==> config.mk <==
export PLATFORM = sky130hd
export DESIGN_NAME = lfm_dev_flat
export DESIGN_NICKNAME = d
export VERILOG_FILES = /design/src/inc/lfm_pkg.sv /design/src/inc/lfm_link_if.sv /design/src/verilog/lfm_dev.sv /design/src/flat_wrapper.sv
export SDC_FILE = /design/constraint.sdc
export NUM_CORES = 1
export LEC_CHECK = 0
export ABC_AREA = 1
export ABC_CLOCK_PERIOD_IN_PS = 12230
export BUFFER_PORTS_ARGS = -buffer_cell sky130_fd_sc_hd__buf_4
export CAP_MARGIN = 20
export CORE_MARGIN = 4
export CORE_UTILIZATION = 55
export DETAILED_ROUTE_END_ITERATION = 8
export PLACE_DENSITY = 0.73
export SLEW_MARGIN = 20
export SYNTH_ARGS = -nofsm -noshare
export SYNTH_HDL_FRONTEND = slang
export SYNTH_SLANG_ARGS = --single-unit
==> constraint.sdc <==
create_clock -name aclk -period 12.23 [get_ports aclk]
set_input_delay 0.6115 -clock aclk [delete_from_list [all_inputs] [get_ports aclk]]
set_output_delay 0.6115 -clock aclk [all_outputs]
set_load 0.1 [all_outputs]
==> src/inc/lfm_pkg.sv <==
// Notes on behaviour
// - Report every fault by register, all but 100 C and supply-low by alarm pin.
// - Link loss forces loop current to alarm.
// - Controller reads fault register when alarm rises.
// - Valid access restarts watchdog only while alarm is inactive, except a status read after timeout.
// - Without auto readback, watchdog waits for status read.
// - Link fault after no valid access for period.
// - Codes 0-7 select 50..5000 ms periods.
// - Power-up watchdog enabled, one second timeout.
// - Direction strap picks upscale or downscale alarm.
// - Checked frame is 32 bits, check byte last.
// - Check byte is CRC8, polynomial x8+x2+x+1.
// - Bad check discards frame, flags, raises alarm.
// - Loop current deviation beyond tolerance is fault.
// - Low or high current flag, alarm either way.
// - Two die temperature flags, 100 and 140.
// - Only critical temperature flag raises alarm.
// - Supply-low flag sets below 0.6, clears above 0.7.
// - Supply-critical sets below 0.3, clears above 0.4.
// - Supply-critical flag raises the alarm pin.
// - Range straps select loop current range.
package lfm_pkg;
   localparam int unsigned CLK_HZ = 20_000_000;
   localparam int unsigned CLK_NS = 1_000_000_000 / CLK_HZ;
   localparam int unsigned MS_CYC = CLK_HZ / 1000;
   localparam int unsigned LINK_NS = 400;
   localparam int unsigned SCLK_HALF = LINK_NS / CLK_NS / 2;
   // Frame layout
   localparam int unsigned FRM_BITS = 24;
   localparam int unsigned CRC_BITS = 32;
   localparam logic [7:0] CRC_POLY = 8'h07;
   localparam logic [7:0] CMD_NOP = 8'h00;
   localparam logic [7:0] CMD_DAC = 8'h01;
   localparam logic [7:0] CMD_CTRL = 8'h02;
   localparam logic [7:0] CMD_RD_FAULT = 8'h03;
   // Control word fields
   localparam int unsigned CTRL_WD_LSB = 0;
   localparam int unsigned CTRL_WD_EN = 3;
   localparam int unsigned CTRL_AUTO_RB = 4;
   localparam logic [4:0] CTRL_RST = 5'h0B;
   // Fault register bits
   localparam int unsigned FLT_SPI = 0;
   localparam int unsigned FLT_CRC = 1;
   localparam int unsigned FLT_ILO = 2;
   localparam int unsigned FLT_IHI = 3;
   localparam int unsigned FLT_T100 = 4;
   localparam int unsigned FLT_T140 = 5;
   localparam int unsigned FLT_VLOW = 6;
   localparam int unsigned FLT_VCRIT = 7;
   localparam logic [15:0] FLT_ALARM_MASK = 16'h00AF;
   localparam logic [1:0] RANGE_4_20 = 2'h0;
   localparam logic [1:0] RANGE_3P8_21 = 2'h1;
   // Host register map
   localparam logic [3:0] REG_CMD = 4'h0;
   localparam logic [3:0] REG_STAT = 4'h4;
   localparam logic [3:0] REG_RDAT = 4'h8;
   localparam int unsigned CMD_CRC_BIT = 24;
   localparam int unsigned ST_BUSY = 0;
   localparam int unsigned ST_REFUSED = 1;
   localparam int unsigned ST_ALARM = 2;
   localparam logic [1:0] RESP_OKAY = 2'h0;
   localparam logic [1:0] RESP_SLVERR = 2'h2;

   typedef enum logic [2:0] {
      LFM_IDLE = 3'h0,
      LFM_HIGH = 3'h1,
      LFM_LOW = 3'h3,
      LFM_END = 3'h2,
      LFM_GAP = 3'h6
   } lfm_hst_t;

   function automatic int unsigned lfm_wd_ms(input logic [2:0] code);
      case (code)
         3'h0: return 50;
         3'h1: return 100;
         3'h2: return 500;
         3'h3: return 1000;
         3'h4: return 2000;
         3'h5: return 3000;
         3'h6: return 4000;
         default: return 5000;
      endcase
   endfunction : lfm_wd_ms

   function automatic logic [7:0] lfm_crc8(input logic [23:0] d);
      logic [7:0] c;
      c = 8'h00;
      for (int i = 23; i >= 0; i--) begin
         c = {c[6:0], 1'b0} ^ ((c[7] ^ d[i]) ? CRC_POLY : 8'h00);
      end
      return c;
   endfunction : lfm_crc8
endpackage : lfm_pkg

==> src/inc/lfm_link_if.sv <==
`timescale 1ns/1ps
interface lfm_link_if;
   logic sclk;
   logic sync_n;
   logic sdin;
   logic sdo_o;
   logic sdo_oe;
   logic sdo;
   logic alarm;
   // Undriven data line reads low
   assign sdo = sdo_oe ? sdo_o : 1'b0;
   modport dev (input sclk, input sync_n, input sdin, output sdo_o,
      output sdo_oe, output alarm);
   modport host (output sclk, output sync_n, output sdin, input sdo,
      input alarm);
endinterface : lfm_link_if

==> src/verilog/lfm_dev.sv <==
`timescale 1ns/1ps
module lfm_dev #(
   parameter int unsigned MS_CYC = lfm_pkg::MS_CYC
) (
   input logic aclk,
   input logic aresetn,
   lfm_link_if.dev lnk,
   input logic alarm_dir,
   input logic [1:0] range_sel,
   input logic iloop_lo_cmp,
   input logic iloop_hi_cmp,
   input logic temp100_cmp,
   input logic temp140_cmp,
   input logic vloop_lt_0p6,
   input logic vloop_gt_0p7,
   input logic vloop_lt_0p3,
   input logic vloop_gt_0p4,
   output logic [15:0] dac_code,
   output logic [15:0] fault_reg,
   output logic alarm_force,
   output logic alarm_upscale,
   output logic [1:0] range_code
);
   logic [13:0] s1_q;
   logic [13:0] s2_q;
   logic sclk_s, sync_s, sdin_s, dir_s;
   logic [1:0] rng_s;
   logic ilo_s, ihi_s, t100_s, t140_s, lt06_s, gt07_s, lt03_s, gt04_s;
   logic sclk_d1_q, sync_d1_q;
   logic sclk_fall, sclk_rise, sync_fall, sync_rise;
   logic [31:0] sh_q;
   logic [5:0] cnt_q;
   logic [31:0] tx_q;
   logic rb_arm_q;
   logic [23:0] word;
   logic frm_ok, crc_bad;
   logic [7:0] cmd;
   logic [4:0] ctrl_q;
   logic st_rd;
   logic [31:0] wd_cnt_q;
   logic [31:0] wd_tmo;
   logic wd_halt_q;
   logic wd_to;
   logic spi_q, crc_q, ilo_q, ihi_q, t100_q, t140_q, vlow_q, vcrit_q;
   logic [15:0] flt;

   // Pins and comparators cross into aclk
   always_ff @(posedge aclk) begin
      if (!aresetn) begin
         s1_q <= 14'h0000;
         s2_q <= 14'h0000;
      end else begin
         s1_q <= {lnk.sclk, lnk.sync_n, lnk.sdin, alarm_dir, range_sel,
            iloop_lo_cmp, iloop_hi_cmp, temp100_cmp, temp140_cmp,
            vloop_lt_0p6, vloop_gt_0p7, vloop_lt_0p3, vloop_gt_0p4};
         s2_q <= s1_q;
      end
   end

   assign {sclk_s, sync_s, sdin_s, dir_s, rng_s, ilo_s, ihi_s, t100_s,
      t140_s, lt06_s, gt07_s, lt03_s, gt04_s} = s2_q;

   always_ff @(posedge aclk) begin
      if (!aresetn) begin
         sclk_d1_q <= 1'b1;
         sync_d1_q <= 1'b1;
      end else begin
         sclk_d1_q <= sclk_s;
         sync_d1_q <= sync_s;
      end
   end

   assign sclk_fall = sclk_d1_q & ~sclk_s & ~sync_s;
   assign sclk_rise = ~sclk_d1_q & sclk_s & ~sync_s;
   assign sync_fall = sync_d1_q & ~sync_s;
   assign sync_rise = ~sync_d1_q & sync_s;

   // Count saturates so long frames are discarded
   always_ff @(posedge aclk) begin
      if (!aresetn) begin
         sh_q <= 32'h0000_0000;
         cnt_q <= 6'h00;
      end else if (sync_fall) begin
         cnt_q <= 6'h00;
      end else if (sclk_fall) begin
         sh_q <= {sh_q[30:0], sdin_s};
         if (cnt_q != 6'h3F) begin
            cnt_q <= cnt_q + 6'h01;
         end
      end
   end

   // Frame check at the rising frame select
   always_comb begin
      word = 24'h000000;
      frm_ok = 1'b0;
      crc_bad = 1'b0;
      if (sync_rise && cnt_q == 6'(lfm_pkg::FRM_BITS)) begin
         word = sh_q[23:0];
         frm_ok = 1'b1;
      end else if (sync_rise && cnt_q == 6'(lfm_pkg::CRC_BITS)) begin
         word = sh_q[31:8];
         if (lfm_pkg::lfm_crc8(sh_q[31:8]) == sh_q[7:0]) begin
            frm_ok = 1'b1;
         end else begin
            crc_bad = 1'b1;
         end
      end
   end

   assign cmd = word[23:16];
   assign st_rd = frm_ok &&
      (cmd == lfm_pkg::CMD_RD_FAULT || ctrl_q[lfm_pkg::CTRL_AUTO_RB]);

   // A discarded frame changes nothing here
   always_ff @(posedge aclk) begin
      if (!aresetn) begin
         ctrl_q <= lfm_pkg::CTRL_RST;
         dac_code <= 16'h0000;
      end else if (frm_ok && cmd == lfm_pkg::CMD_CTRL) begin
         ctrl_q <= word[4:0];
      end else if (frm_ok && cmd == lfm_pkg::CMD_DAC) begin
         dac_code <= word[15:0];
      end
   end

   // Readback goes out in the next frame
   always_ff @(posedge aclk) begin
      if (!aresetn) begin
         rb_arm_q <= 1'b0;
         tx_q <= 32'h0000_0000;
         lnk.sdo_o <= 1'b0;
         lnk.sdo_oe <= 1'b0;
      end else begin
         lnk.sdo_oe <= ~sync_s;
         if (sync_rise) begin
            rb_arm_q <= st_rd;
         end
         if (sync_fall) begin
            lnk.sdo_o <= rb_arm_q & flt[15];
            tx_q <= rb_arm_q ? {flt[14:0], 17'h00000} : 32'h0000_0000;
         end else if (sclk_rise) begin
            lnk.sdo_o <= tx_q[31];
            tx_q <= {tx_q[30:0], 1'b0};
         end
      end
   end

   assign wd_tmo = lfm_pkg::lfm_wd_ms(ctrl_q[lfm_pkg::CTRL_WD_LSB +: 3])
      * MS_CYC;
   assign wd_to = ctrl_q[lfm_pkg::CTRL_WD_EN] && !wd_halt_q &&
      wd_cnt_q >= wd_tmo - 32'd1;

   // Watchdog on aclk cycles since the last valid access
   always_ff @(posedge aclk) begin
      if (!aresetn) begin
         wd_cnt_q <= 32'h0000_0000;
      end else if (!ctrl_q[lfm_pkg::CTRL_WD_EN] || wd_to) begin
         wd_cnt_q <= 32'h0000_0000;
      end else if (wd_halt_q) begin
         if (st_rd) begin
            wd_cnt_q <= 32'h0000_0000;
         end
      end else if (frm_ok && !lnk.alarm) begin
         wd_cnt_q <= 32'h0000_0000;
      end else begin
         wd_cnt_q <= wd_cnt_q + 32'd1;
      end
   end

   // Halt only matters when no readback happens on its own
   always_ff @(posedge aclk) begin
      if (!aresetn) begin
         wd_halt_q <= 1'b0;
      end else if (wd_to && !ctrl_q[lfm_pkg::CTRL_AUTO_RB]) begin
         wd_halt_q <= 1'b1;
      end else if (st_rd || !ctrl_q[lfm_pkg::CTRL_WD_EN]) begin
         wd_halt_q <= 1'b0;
      end
   end

   // Sticky flags: a new event beats the clearing read
   always_ff @(posedge aclk) begin
      if (!aresetn) begin
         spi_q <= 1'b0;
         crc_q <= 1'b0;
      end else begin
         if (wd_to) begin
            spi_q <= 1'b1;
         end else if (st_rd) begin
            spi_q <= 1'b0;
         end
         if (crc_bad) begin
            crc_q <= 1'b1;
         end else if (st_rd) begin
            crc_q <= 1'b0;
         end
      end
   end

   // Level flags follow the synchronised comparators
   always_ff @(posedge aclk) begin
      if (!aresetn) begin
         ilo_q <= 1'b0;
         ihi_q <= 1'b0;
         t100_q <= 1'b0;
         t140_q <= 1'b0;
      end else begin
         ilo_q <= ilo_s;
         ihi_q <= ihi_s;
         t100_q <= t100_s;
         t140_q <= t140_s;
      end
   end

   always_ff @(posedge aclk) begin
      if (!aresetn) begin
         vlow_q <= 1'b0;
         vcrit_q <= 1'b0;
      end else begin
         if (lt06_s) begin
            vlow_q <= 1'b1;
         end else if (gt07_s) begin
            vlow_q <= 1'b0;
         end
         if (lt03_s) begin
            vcrit_q <= 1'b1;
         end else if (gt04_s) begin
            vcrit_q <= 1'b0;
         end
      end
   end

   assign flt = {8'h00, vcrit_q, vlow_q, t140_q, t100_q, ihi_q, ilo_q,
      crc_q, spi_q};

   // The 100 C and supply-low flags are left out by the mask
   always_ff @(posedge aclk) begin
      if (!aresetn) begin
         lnk.alarm <= 1'b0;
         fault_reg <= 16'h0000;
      end else begin
         lnk.alarm <= |(flt & lfm_pkg::FLT_ALARM_MASK);
         fault_reg <= flt;
      end
   end

   // Straps come from the synchronisers
   always_ff @(posedge aclk) begin
      if (!aresetn) begin
         alarm_force <= 1'b0;
         alarm_upscale <= 1'b0;
         range_code <= lfm_pkg::RANGE_4_20;
      end else begin
         alarm_force <= spi_q;
         alarm_upscale <= dir_s;
         range_code <= rng_s;
      end
   end
endmodule : lfm_dev

==> src/flat_wrapper.sv <==
// flat-port wrapper written by rule: the top's interface ports become plain ports
module lfm_dev_flat 
#(
   parameter int unsigned MS_CYC = lfm_pkg::MS_CYC
)
  (aclk, aresetn, alarm_dir, range_sel, iloop_lo_cmp, iloop_hi_cmp, temp100_cmp, temp140_cmp, vloop_lt_0p6, vloop_gt_0p7, vloop_lt_0p3, vloop_gt_0p4, dac_code, fault_reg, alarm_force, alarm_upscale, range_code, lnk_sclk, lnk_sync_n, lnk_sdin, lnk_sdo_o, lnk_sdo_oe, lnk_alarm);
  lfm_link_if lnk_i ();
  input logic aclk;
  input logic aresetn;
  input logic alarm_dir;
  input logic [1:0] range_sel;
  input logic iloop_lo_cmp;
  input logic iloop_hi_cmp;
  input logic temp100_cmp;
  input logic temp140_cmp;
  input logic vloop_lt_0p6;
  input logic vloop_gt_0p7;
  input logic vloop_lt_0p3;
  input logic vloop_gt_0p4;
  output logic [15:0] dac_code;
  output logic [15:0] fault_reg;
  output logic alarm_force;
  output logic alarm_upscale;
  output logic [1:0] range_code;
  input wire logic [$bits(lnk_i.sclk)-1:0] lnk_sclk;
  input wire logic [$bits(lnk_i.sync_n)-1:0] lnk_sync_n;
  input wire logic [$bits(lnk_i.sdin)-1:0] lnk_sdin;
  output wire logic [$bits(lnk_i.sdo_o)-1:0] lnk_sdo_o;
  output wire logic [$bits(lnk_i.sdo_oe)-1:0] lnk_sdo_oe;
  output wire logic [$bits(lnk_i.alarm)-1:0] lnk_alarm;
  assign lnk_i.sclk = lnk_sclk;
  assign lnk_i.sync_n = lnk_sync_n;
  assign lnk_i.sdin = lnk_sdin;
  assign lnk_sdo_o = lnk_i.sdo_o;
  assign lnk_sdo_oe = lnk_i.sdo_oe;
  assign lnk_alarm = lnk_i.alarm;
  lfm_dev #(.MS_CYC(MS_CYC)) u_core (.aclk(aclk), .aresetn(aresetn), .lnk(lnk_i), .alarm_dir(alarm_dir), .range_sel(range_sel), .iloop_lo_cmp(iloop_lo_cmp), .iloop_hi_cmp(iloop_hi_cmp), .temp100_cmp(temp100_cmp), .temp140_cmp(temp140_cmp), .vloop_lt_0p6(vloop_lt_0p6), .vloop_gt_0p7(vloop_gt_0p7), .vloop_lt_0p3(vloop_lt_0p3), .vloop_gt_0p4(vloop_gt_0p4), .dac_code(dac_code), .fault_reg(fault_reg), .alarm_force(alarm_force), .alarm_upscale(alarm_upscale), .range_code(range_code));
endmodule
==> results.md, run 1 <==
- Post-synthesis compound-gate area fraction: 0.1331
- Pins Over Slew Limit: 0
- Startpoint Class: flip-flop
- First-pass GRT wire length: 40.17 mm
- Worst Tran Pin Value: 936.8 ps
- Status: finished, final reports clean
- Largest cells by area after synthesis: dfxtp_1 32%, nand2_1 11%, ha_1 10%
- Most frequent cells in the layout: 292 x nand2_1, 205 x inv_1, 160 x dfxtp_1
- Top cell type by total area after synthesis: dfxtp_1
- Primary FF master, synth: dfxtp_1
- CP peak stage delay: 530 ps
- Layout cells sized above 1: 0.08672
- Die area: 0.02059 mm2
- Synth Warn #: 0
- Setup violations, final: 0
- Worst-skew pair later-pin latency: 440 ps
- Vias in the first global route: 8598
- Sequential fraction of the synthesis area: 0.3172
- Core Region: 0.01802 mm2
- CTS max path bufs: 2
- Mapped cell area: 0.01010 mm2
- Critical Path RT: 12590 ps
- Worst Clk Skew: 21.89 ps
- Share of the synthesized area in the top cell type: 0.3172
- Number of synthesized register bits: 160
- Place WS: 4838 ps
- Switching power: 0.4551 mW
- Final worst slack: 4789 ps
- Mapped Cells: 1443
- H-tree level count: 4
- Number of flops mapped to enable cells by yosys: 0
- CP dominant cell by count: nor2_1
- GPL Wtd Cong: 0.8828
- Post-synthesis mux area share: 0
- Initial antenna violation count: 0
- Final hold vios: 0
- Dpl hpwl: 17.41 mm
- CP Data Arrival Time: 7800 ps
- Vias post-DR: 9254
- M1 wire length: 10.93 mm
- Clock Power Share: 0.409
- # Post-CTS Setup Buffers: 0
- Largest net degree at the start of global routing: 102
- Die Y: 143.5 um
- Period utilisation layout: 0.6084
- Async SR Flop Fraction: 0
- Critical path class: flip-flop to flip-flop
- Die width: 143.5 um
- Fin util: 0.6186
- Worst min path class: input pin to flip-flop
- Pwr dens: 121.4 mW/mm2
- Sw frac: 0.3361
- Maximum vdd ir drop: 0.0001037 V
- # rows: 49
- Adder-Cell Fraction of Synth Area: 0.1214
- RSZ-0062 raised after global routing: no
- Detailed Route WL: 23.88 mm
- CTS Hold Bufs: 0
- Post-CTS Resized: 0
- Ports: 55
- Overall routing resource usage: 0.2364
- Nets: 1571
- Worst Setup End Kind: flip-flop
- Clk root buf: clkbuf_16
- # Max-Cap Violations: 0
- Tmin final: 7441 ps
- Post-synthesis simple-gate area fraction: 0.2672
- Fmax: 0.1344 GHz
- Vias per inst: 5.428
- Synth Area in XOR/XNOR: 0.05118
- Leakage power: 5.386 nW
- Fin Setup TNS: 0 ps
- Port-buffer cells: 46
- DR iter-0 viols: 586
- Starting density of the core: 0.5602
- Most common cell after layout, fill and taps aside: nand2_1
- CP max FO: 32
- Clock transition at path regs: 80 ps
- DR pass1 iterations: 5
- CTS Buf Count: 17
- Hold WS: 350.7 ps
- DR WL met3: 972 um
- Antenna cells: 0
- Worst slew margin: 0.3755
- Distinct cells, synth: 47
- ANT nets after route: 0
- Logic pwr share: 0.186
- Combinational family with the most area after synthesis: simple AND/OR/NAND/NOR gates
- Total gr overflow: 0
- CTS tree: done
- # clock sinks: 160
- Drt drc: 0
- Top Layer Used: met4
- Synthesized area per cell: 6.997 um2
- Int Power: 0.8991 mW
- Biggest regs: u_core.sh_q: 32 flops, u_core.wd_cnt_q: 32 flops, u_core.dac_code: 16 flops
- DR WL met2: 11.53 mm
- Layout area overhead: 10.43%
- Critical path's slowest cell: nor2_1
- Flop pwr share: 0.405
- DR WL/cell: 14.00 um
==> cell type report <==
class                      instances  area [um2]
clock buffer                      17       425.4
clock inverter                    15       196.4
fill                            1697        6874
inverter                         215       807.0
multi-input combinational       1017        5822
sequential                       160        3203
tap                              229       286.5
timing repair buffer              52       410.4
==> per-stage QoR <==
step,cell area (um2),instances,power (mW)
floorplan,10120,1450,0.7608
global placement,10500,1672,0.8021
detailed placement,10500,1672,0.8073
CTS,11120,1704,1.359
global route,11150,1705,1.419
finish,11150,1705,1.354
==> synth_stat cells (2+ instances only) <==
master,number
xor2_1,42
nand3_2,3
xnor2_1,17
a21o_1,6
buf_4,15
o22ai_1,18
inv_1,205
nand2_4,4
o31ai_1,2
clkinv_1,2
nor2_1,95
o21ai_1,13
a21oi_1,121
nand3b_1,3
nor3_1,19
o221ai_1,2
buf_1,2
a211oi_1,3
ha_1,82
dfxtp_1,160
fa_1,10
nor3_2,2
or2_2,5
o21ai_0,63
a31oi_1,9
nand2_1,292
o21bai_1,2
inv_2,8
o21a_1,2
buf_2,2
nand2_2,19
nor4_1,6
clkbuf_1,36
nand3_1,138
or4_1,3
buf_6,3
nand4_1,19
==> critical path: cells and delay by family, from the launching register on <==
family,cells,cell delay (ps)
AOI/OAI and AO/OA,11,2050
adders and majority gates,6,2240
DFF,1,400
xor gates and xnor gates,2,350
buffers and inverters,4,580
and+or+nand+nor,11,1750
==> path summary, 6_finish.rpt <==
kind,startpoint,end,slack [ps],depth (start not counted)
hold / removal,range_sel[1],u_core.s1_q[9]$_SDFF_PN0_,350,3
setup / recovery,u_core.ctrl_q[2]$_SDFFE_PN0P_,u_core.wd_cnt_q[29]$_SDFFE_PP0P_,4790,34
setup reg to reg,u_core.ctrl_q[2]$_SDFFE_PN0P_,u_core.wd_cnt_q[29]$_SDFFE_PP0P_,4790,34
hold reg to reg,u_core.s1_q[10]$_SDFF_PN0_,u_core.s2_q[10]$_SDFF_PN0_,410,2
==> power groups by stage <==
stage	logic, mW	registers, mW	clock network (mW)
floorplan	0.196	0.565	0
global placement	0.243	0.559	0
detailed placement	0.248	0.560	0
CTS	0.249	0.548	0.562
global route	0.286	0.550	0.583
finish	0.252	0.548	0.554
==> layer usage <==
layer | GRT usage | up-vias
met5 | 0 | -
li1 | - | 4744
met4 | 0.06591 | 0
met3 | 0.03894 | 42
met2 | 0.4135 | 222
met1 | 0.3018 | 4246
==> cells by family (layout without fill, tap and decap cells) <==
group           Yosys count  after routing
fa+ha+maj                92             92
buf+inv                 273            299
simple gates            610            610
other cells               1              8
xor+xnor                 59             59
flops                   160            160
compound gates          248            248
No activity file was read; power rests on OpenSTA's default activity.
==> inputs of run 2 (changes only) <==
--- a/config.mk
+++ b/config.mk
@@ -5,14 +5,14 @@
 export SDC_FILE = /design/constraint.sdc
 export NUM_CORES = 1
 export LEC_CHECK = 0
-export ABC_AREA = 1
-export ABC_CLOCK_PERIOD_IN_PS = 12230
+export ABC_AREA = 0
+export ABC_CLOCK_PERIOD_IN_PS = 6600
 export BUFFER_PORTS_ARGS = -buffer_cell sky130_fd_sc_hd__buf_4
 export CAP_MARGIN = 20
 export CORE_MARGIN = 4
 export CORE_UTILIZATION = 55
 export DETAILED_ROUTE_END_ITERATION = 8
-export PLACE_DENSITY = 0.73
+export PLACE_DENSITY = 0.76
 export SLEW_MARGIN = 20
 export SYNTH_ARGS = -nofsm -noshare
 export SYNTH_HDL_FRONTEND = slang
==> constraint.sdc (replaced) <==
create_clock -name aclk -period 6.6 [get_ports aclk]
set_input_delay 0.33 -clock aclk [delete_from_list [all_inputs] [get_ports aclk]]
set_output_delay 0.33 -clock aclk [all_outputs]
set_load 0.1 [all_outputs]
==> run 2 against run 1 <==
Compared with the run above:
- setup slack got worse by 4500 ps
- register-to-register slack got worse by 4500 ps
- critical path depth fell by 2
- clock skew fell by 9.3 ps
- die area fell by 5.5%
- power rose by 58%
- sequential power rose by 80%
- cell count fell by 19%
- core utilization rose by 4.8 points
- flip-flop and latch count did not move
- global-route usage fell by 2.5 points
- non-clock buffer count rose by 45
- critical endpoint is now u_core.wd_cnt_q[8]$_SDFFE_PP0P_
- largest power group unchanged
==> results.md, run 2 <==
- Maximum vdd ir drop: 0.0001897 V (+83%)
- Number of flops mapped to enable cells by yosys: 0 (unchanged)
- H-tree level count: 4 (unchanged)
- Worst Clk Skew: 12.55 ps (-9.336 ps)
- CTS tree: done
- Clk root buf: clkbuf_16
- Non-filler cells in the finished layout: 1373 (-19%)
- Final hold vios: 0 (unchanged)
- ANT nets after route: 0 (unchanged)
- Total gr overflow: 0 (unchanged)
- Primary FF master, synth: dfxtp_1
- Tmin final: 6340 ps (-1101 ps)
- CP bufs+invs: 5 (+1)
- DR WL met3: 649 um (-33%)
- Worst Setup SP: u_core.ctrl_q[1]$_SDFFE_PN1P_
- CP peak stage delay: 440 ps (-90 ps)
- Largest net degree at the start of global routing: 121 (+19%)
- Area occupied by multi-input gates: 0.006072 mm2 (+4.3%)
- Hold WS: 87.72 ps (-263.0 ps)
- Most frequent cells in the layout: 157 x dfxtp_1, 149 x nand2_1, 91 x buf_4
- Most frequent cell after synthesis: dfxtp_1
- Ports: 55 (unchanged)
- DP Cell Count: 1336 (-20%)
- Antenna cells: 0 (unchanged)
- Worst Tran Pin Value: 920.0 ps (-16.77 ps)
- Clock transition at path regs: 80 ps (about the same)
- Mapped cell area: 0.009509 mm2 (-5.8%)
- # clock sinks: 160 (unchanged)
- DR pass1 iterations: 5 (unchanged)
- RR Startpoint: u_core.ctrl_q[1]$_SDFFE_PN1P_
- Initial antenna violation count: 0 (unchanged)
- Die area: 0.01946 mm2 (-5.5%)
- Mapped Cells: 1079 (-25%)
- CP dominant cell by count: ha_1
- CTS max path bufs: 2 (unchanged)
- Placed inst area: 0.01026 mm2 (-2.3%)
- Core Region: 0.01676 mm2 (-7.0%)
- Top cell type by total area after synthesis: dfxtp_1
- Most common cell after layout, fill and taps aside: dfxtp_1
- Detailed Route WL: 20.91 mm (-12%)
- Final worst slack: 260.2 ps (-4529 ps)
- Leakage power: 4.855 nW (-9.9%)
- Share of the synthesized area in the top cell type: 0.3368 (+0.01962)
- Vias per inst: 5.496 (+1.3%)
- GPL Wtd Cong: 0.9050 (+2.5%)
- Worst slew margin: 0.3867 (+0.01118)
- CP Data Arrival Time: 6720 ps (-1080 ps)
- Layout area overhead: 17.53%
- M1 wire length: 9.337 mm (-15%)
- Worst Setup End Kind: flip-flop
- Period utilisation layout: 0.9606 (+0.3522)
- # rows: 47 (-4.1%)
- Overall routing resource usage: 0.2111 (-0.02527)
- Fmax: 0.1577 GHz (+17%)
- Worst min path class: input pin to flip-flop
- # Max-Cap Violations: 0 (unchanged)
- First-pass GRT wire length: 34.47 mm (-14%)
- Async SR Flop Fraction: 0 (unchanged)
- Critical Path RT: 6980 ps (-5610 ps)
- Largest cells by area after synthesis: dfxtp_1 34%, ha_1 11%, nand2_1 5.9%
- Die width: 139.5 um (-2.8%)
- Vias post-DR: 7546 (-18%)
- DR iter-0 viols: 472 (-19%)
- Critical path's slowest cell: a2111o_1
- Starting density of the core: 0.5674 (+0.007193)
- DR WL/cell: 15.23 um (+8.7%)
- Pins Over Slew Limit: 0 (unchanged)
- Vias in the first global route: 7300 (-15%)
- Status: finished, final reports clean
- CTS Buf Count: 17 (unchanged)
- Synth Warn #: 0 (unchanged)
- Layout cells sized above 1: 0.1648 (+0.07807)
- Reg area: 0.003209 mm2 (+0.20%)
- Nets: 1248 (-21%)
- Worst-skew pair later-pin latency: 440 ps (about the same)
- DR WL met2: 10.58 mm (-8.3%)
- CP max FO: 5 (-84%)
- CTS Hold Bufs: 0 (unchanged)
- Critical path class: flip-flop to flip-flop
- Die Y: 139.5 um (-2.8%)
- Dpl hpwl: 14.58 mm (-16%)
- Fill count: 1356 (-20%)
- Cell area after layout: 0.01118 mm2 (+0.22%)
- Sequential fraction of the synthesis area: 0.3368 (+0.01962)
- Drt drc: 0 (unchanged)
- Biggest regs: u_core.sh_q: 32 flops, u_core.wd_cnt_q: 32 flops, u_core.dac_code: 16 flops
- Worst R2R Setup Slack: 260 ps (-4530 ps)
- Pwr dens: 191.4 mW/mm2 (+58%)
- Synthesized area per cell: 8.813 um2 (+26%)
- Distinct cells, synth: 66 (+40%)
- CP top delay family: compound AO/OA/AOI/OAI gates
- Setup violations, final: 0 (unchanged)
- Number of synthesized register bits: 160 (unchanged)
- Hold path start: alarm_dir
- Startpoint Class: flip-flop
- Port-buffer cells: 46 (unchanged)
- Place WS: -187.6 ps (-5025 ps)
- Commonest cells in the netlist: 160 x dfxtp_1, 150 x nand2_1, 82 x ha_1
- Top Layer Used: met4
run 2: area by class of cell:
cell class              count  area share
multi-input cells         819      0.5433
flip-flops and latches    160      0.2872
repair buffers             97     0.07120
clock buffers              17     0.03807
well taps                 220     0.02463
clock inverters            15     0.02049
inverters                  45     0.01511
run 2: where the power goes:
| part | internal (mW) | switching, mW | total [mW] |
|---|---|---|---|
| registers | 0.978 | 0.00852 | 0.987 |
| logic | 0.0326 | 0.0707 | 0.103 |
| clock network | 0.539 | 0.510 | 1.05 |
run 2: stage by stage:
| stage | TNS (ps) | util | power (mW) |
|---|---|---|---|
| floorplan | 0 | - | 1.088 |
| global placement | 0 | 0.6110 | 1.106 |
| detailed placement | -1465 | 0.6120 | 1.108 |
| CTS | 0 | 0.6526 | 2.150 |
| global route | -127.7 | 0.6668 | 2.209 |
| finish | 0 | 0.6668 | 2.139 |
run 2: kinds of logic (layout without fill, tap and decap cells):
kind of cell | count (synthesis) | count (layout) | synth area share
simple gates | 386 | 386 | 0.2025
compound gates | 218 | 218 | 0.1625
flops | 160 | 160 | 0.3368
buf+inv | 107 | 174 | 0.04763
xor+xnor | 94 | 94 | 0.09908
fa+ha+maj | 92 | 92 | 0.1289
mux | 21 | 21 | 0.02211
other cells | 1 | 8 | 0.0003944
run 2: per-layer routing:
| layer | vias up | GRT usage |
|---|---|---|
| met1 | 3600 | 0.2607 |
| met2 | 125 | 0.3730 |
| met5 | - | 0 |
| met3 | 31 | 0.04425 |
| met4 | 0 | 0.05819 |
| li1 | 3790 | - |
run 2: what timing repair did:
action / in CTS / in global routing
setup buffers: 0 / 3
pin swaps: 2 / 22
endpoints found under the setup margin: 31 / 33
resized for setup: 7 / 43
gates cloned: 0 / 2
run 2: final timing paths:
kind / endpoint / cells after the start
worst max register to register: u_core.wd_cnt_q[8]$_SDFFE_PP0P_ / 32
worst min register to register: u_core.s2_q[11]$_SDFF_PN0_ / 1
worst min-delay path: u_core.s1_q[10]$_SDFF_PN0_ / 2
worst max-delay path: u_core.wd_cnt_q[8]$_SDFFE_PP0P_ / 32
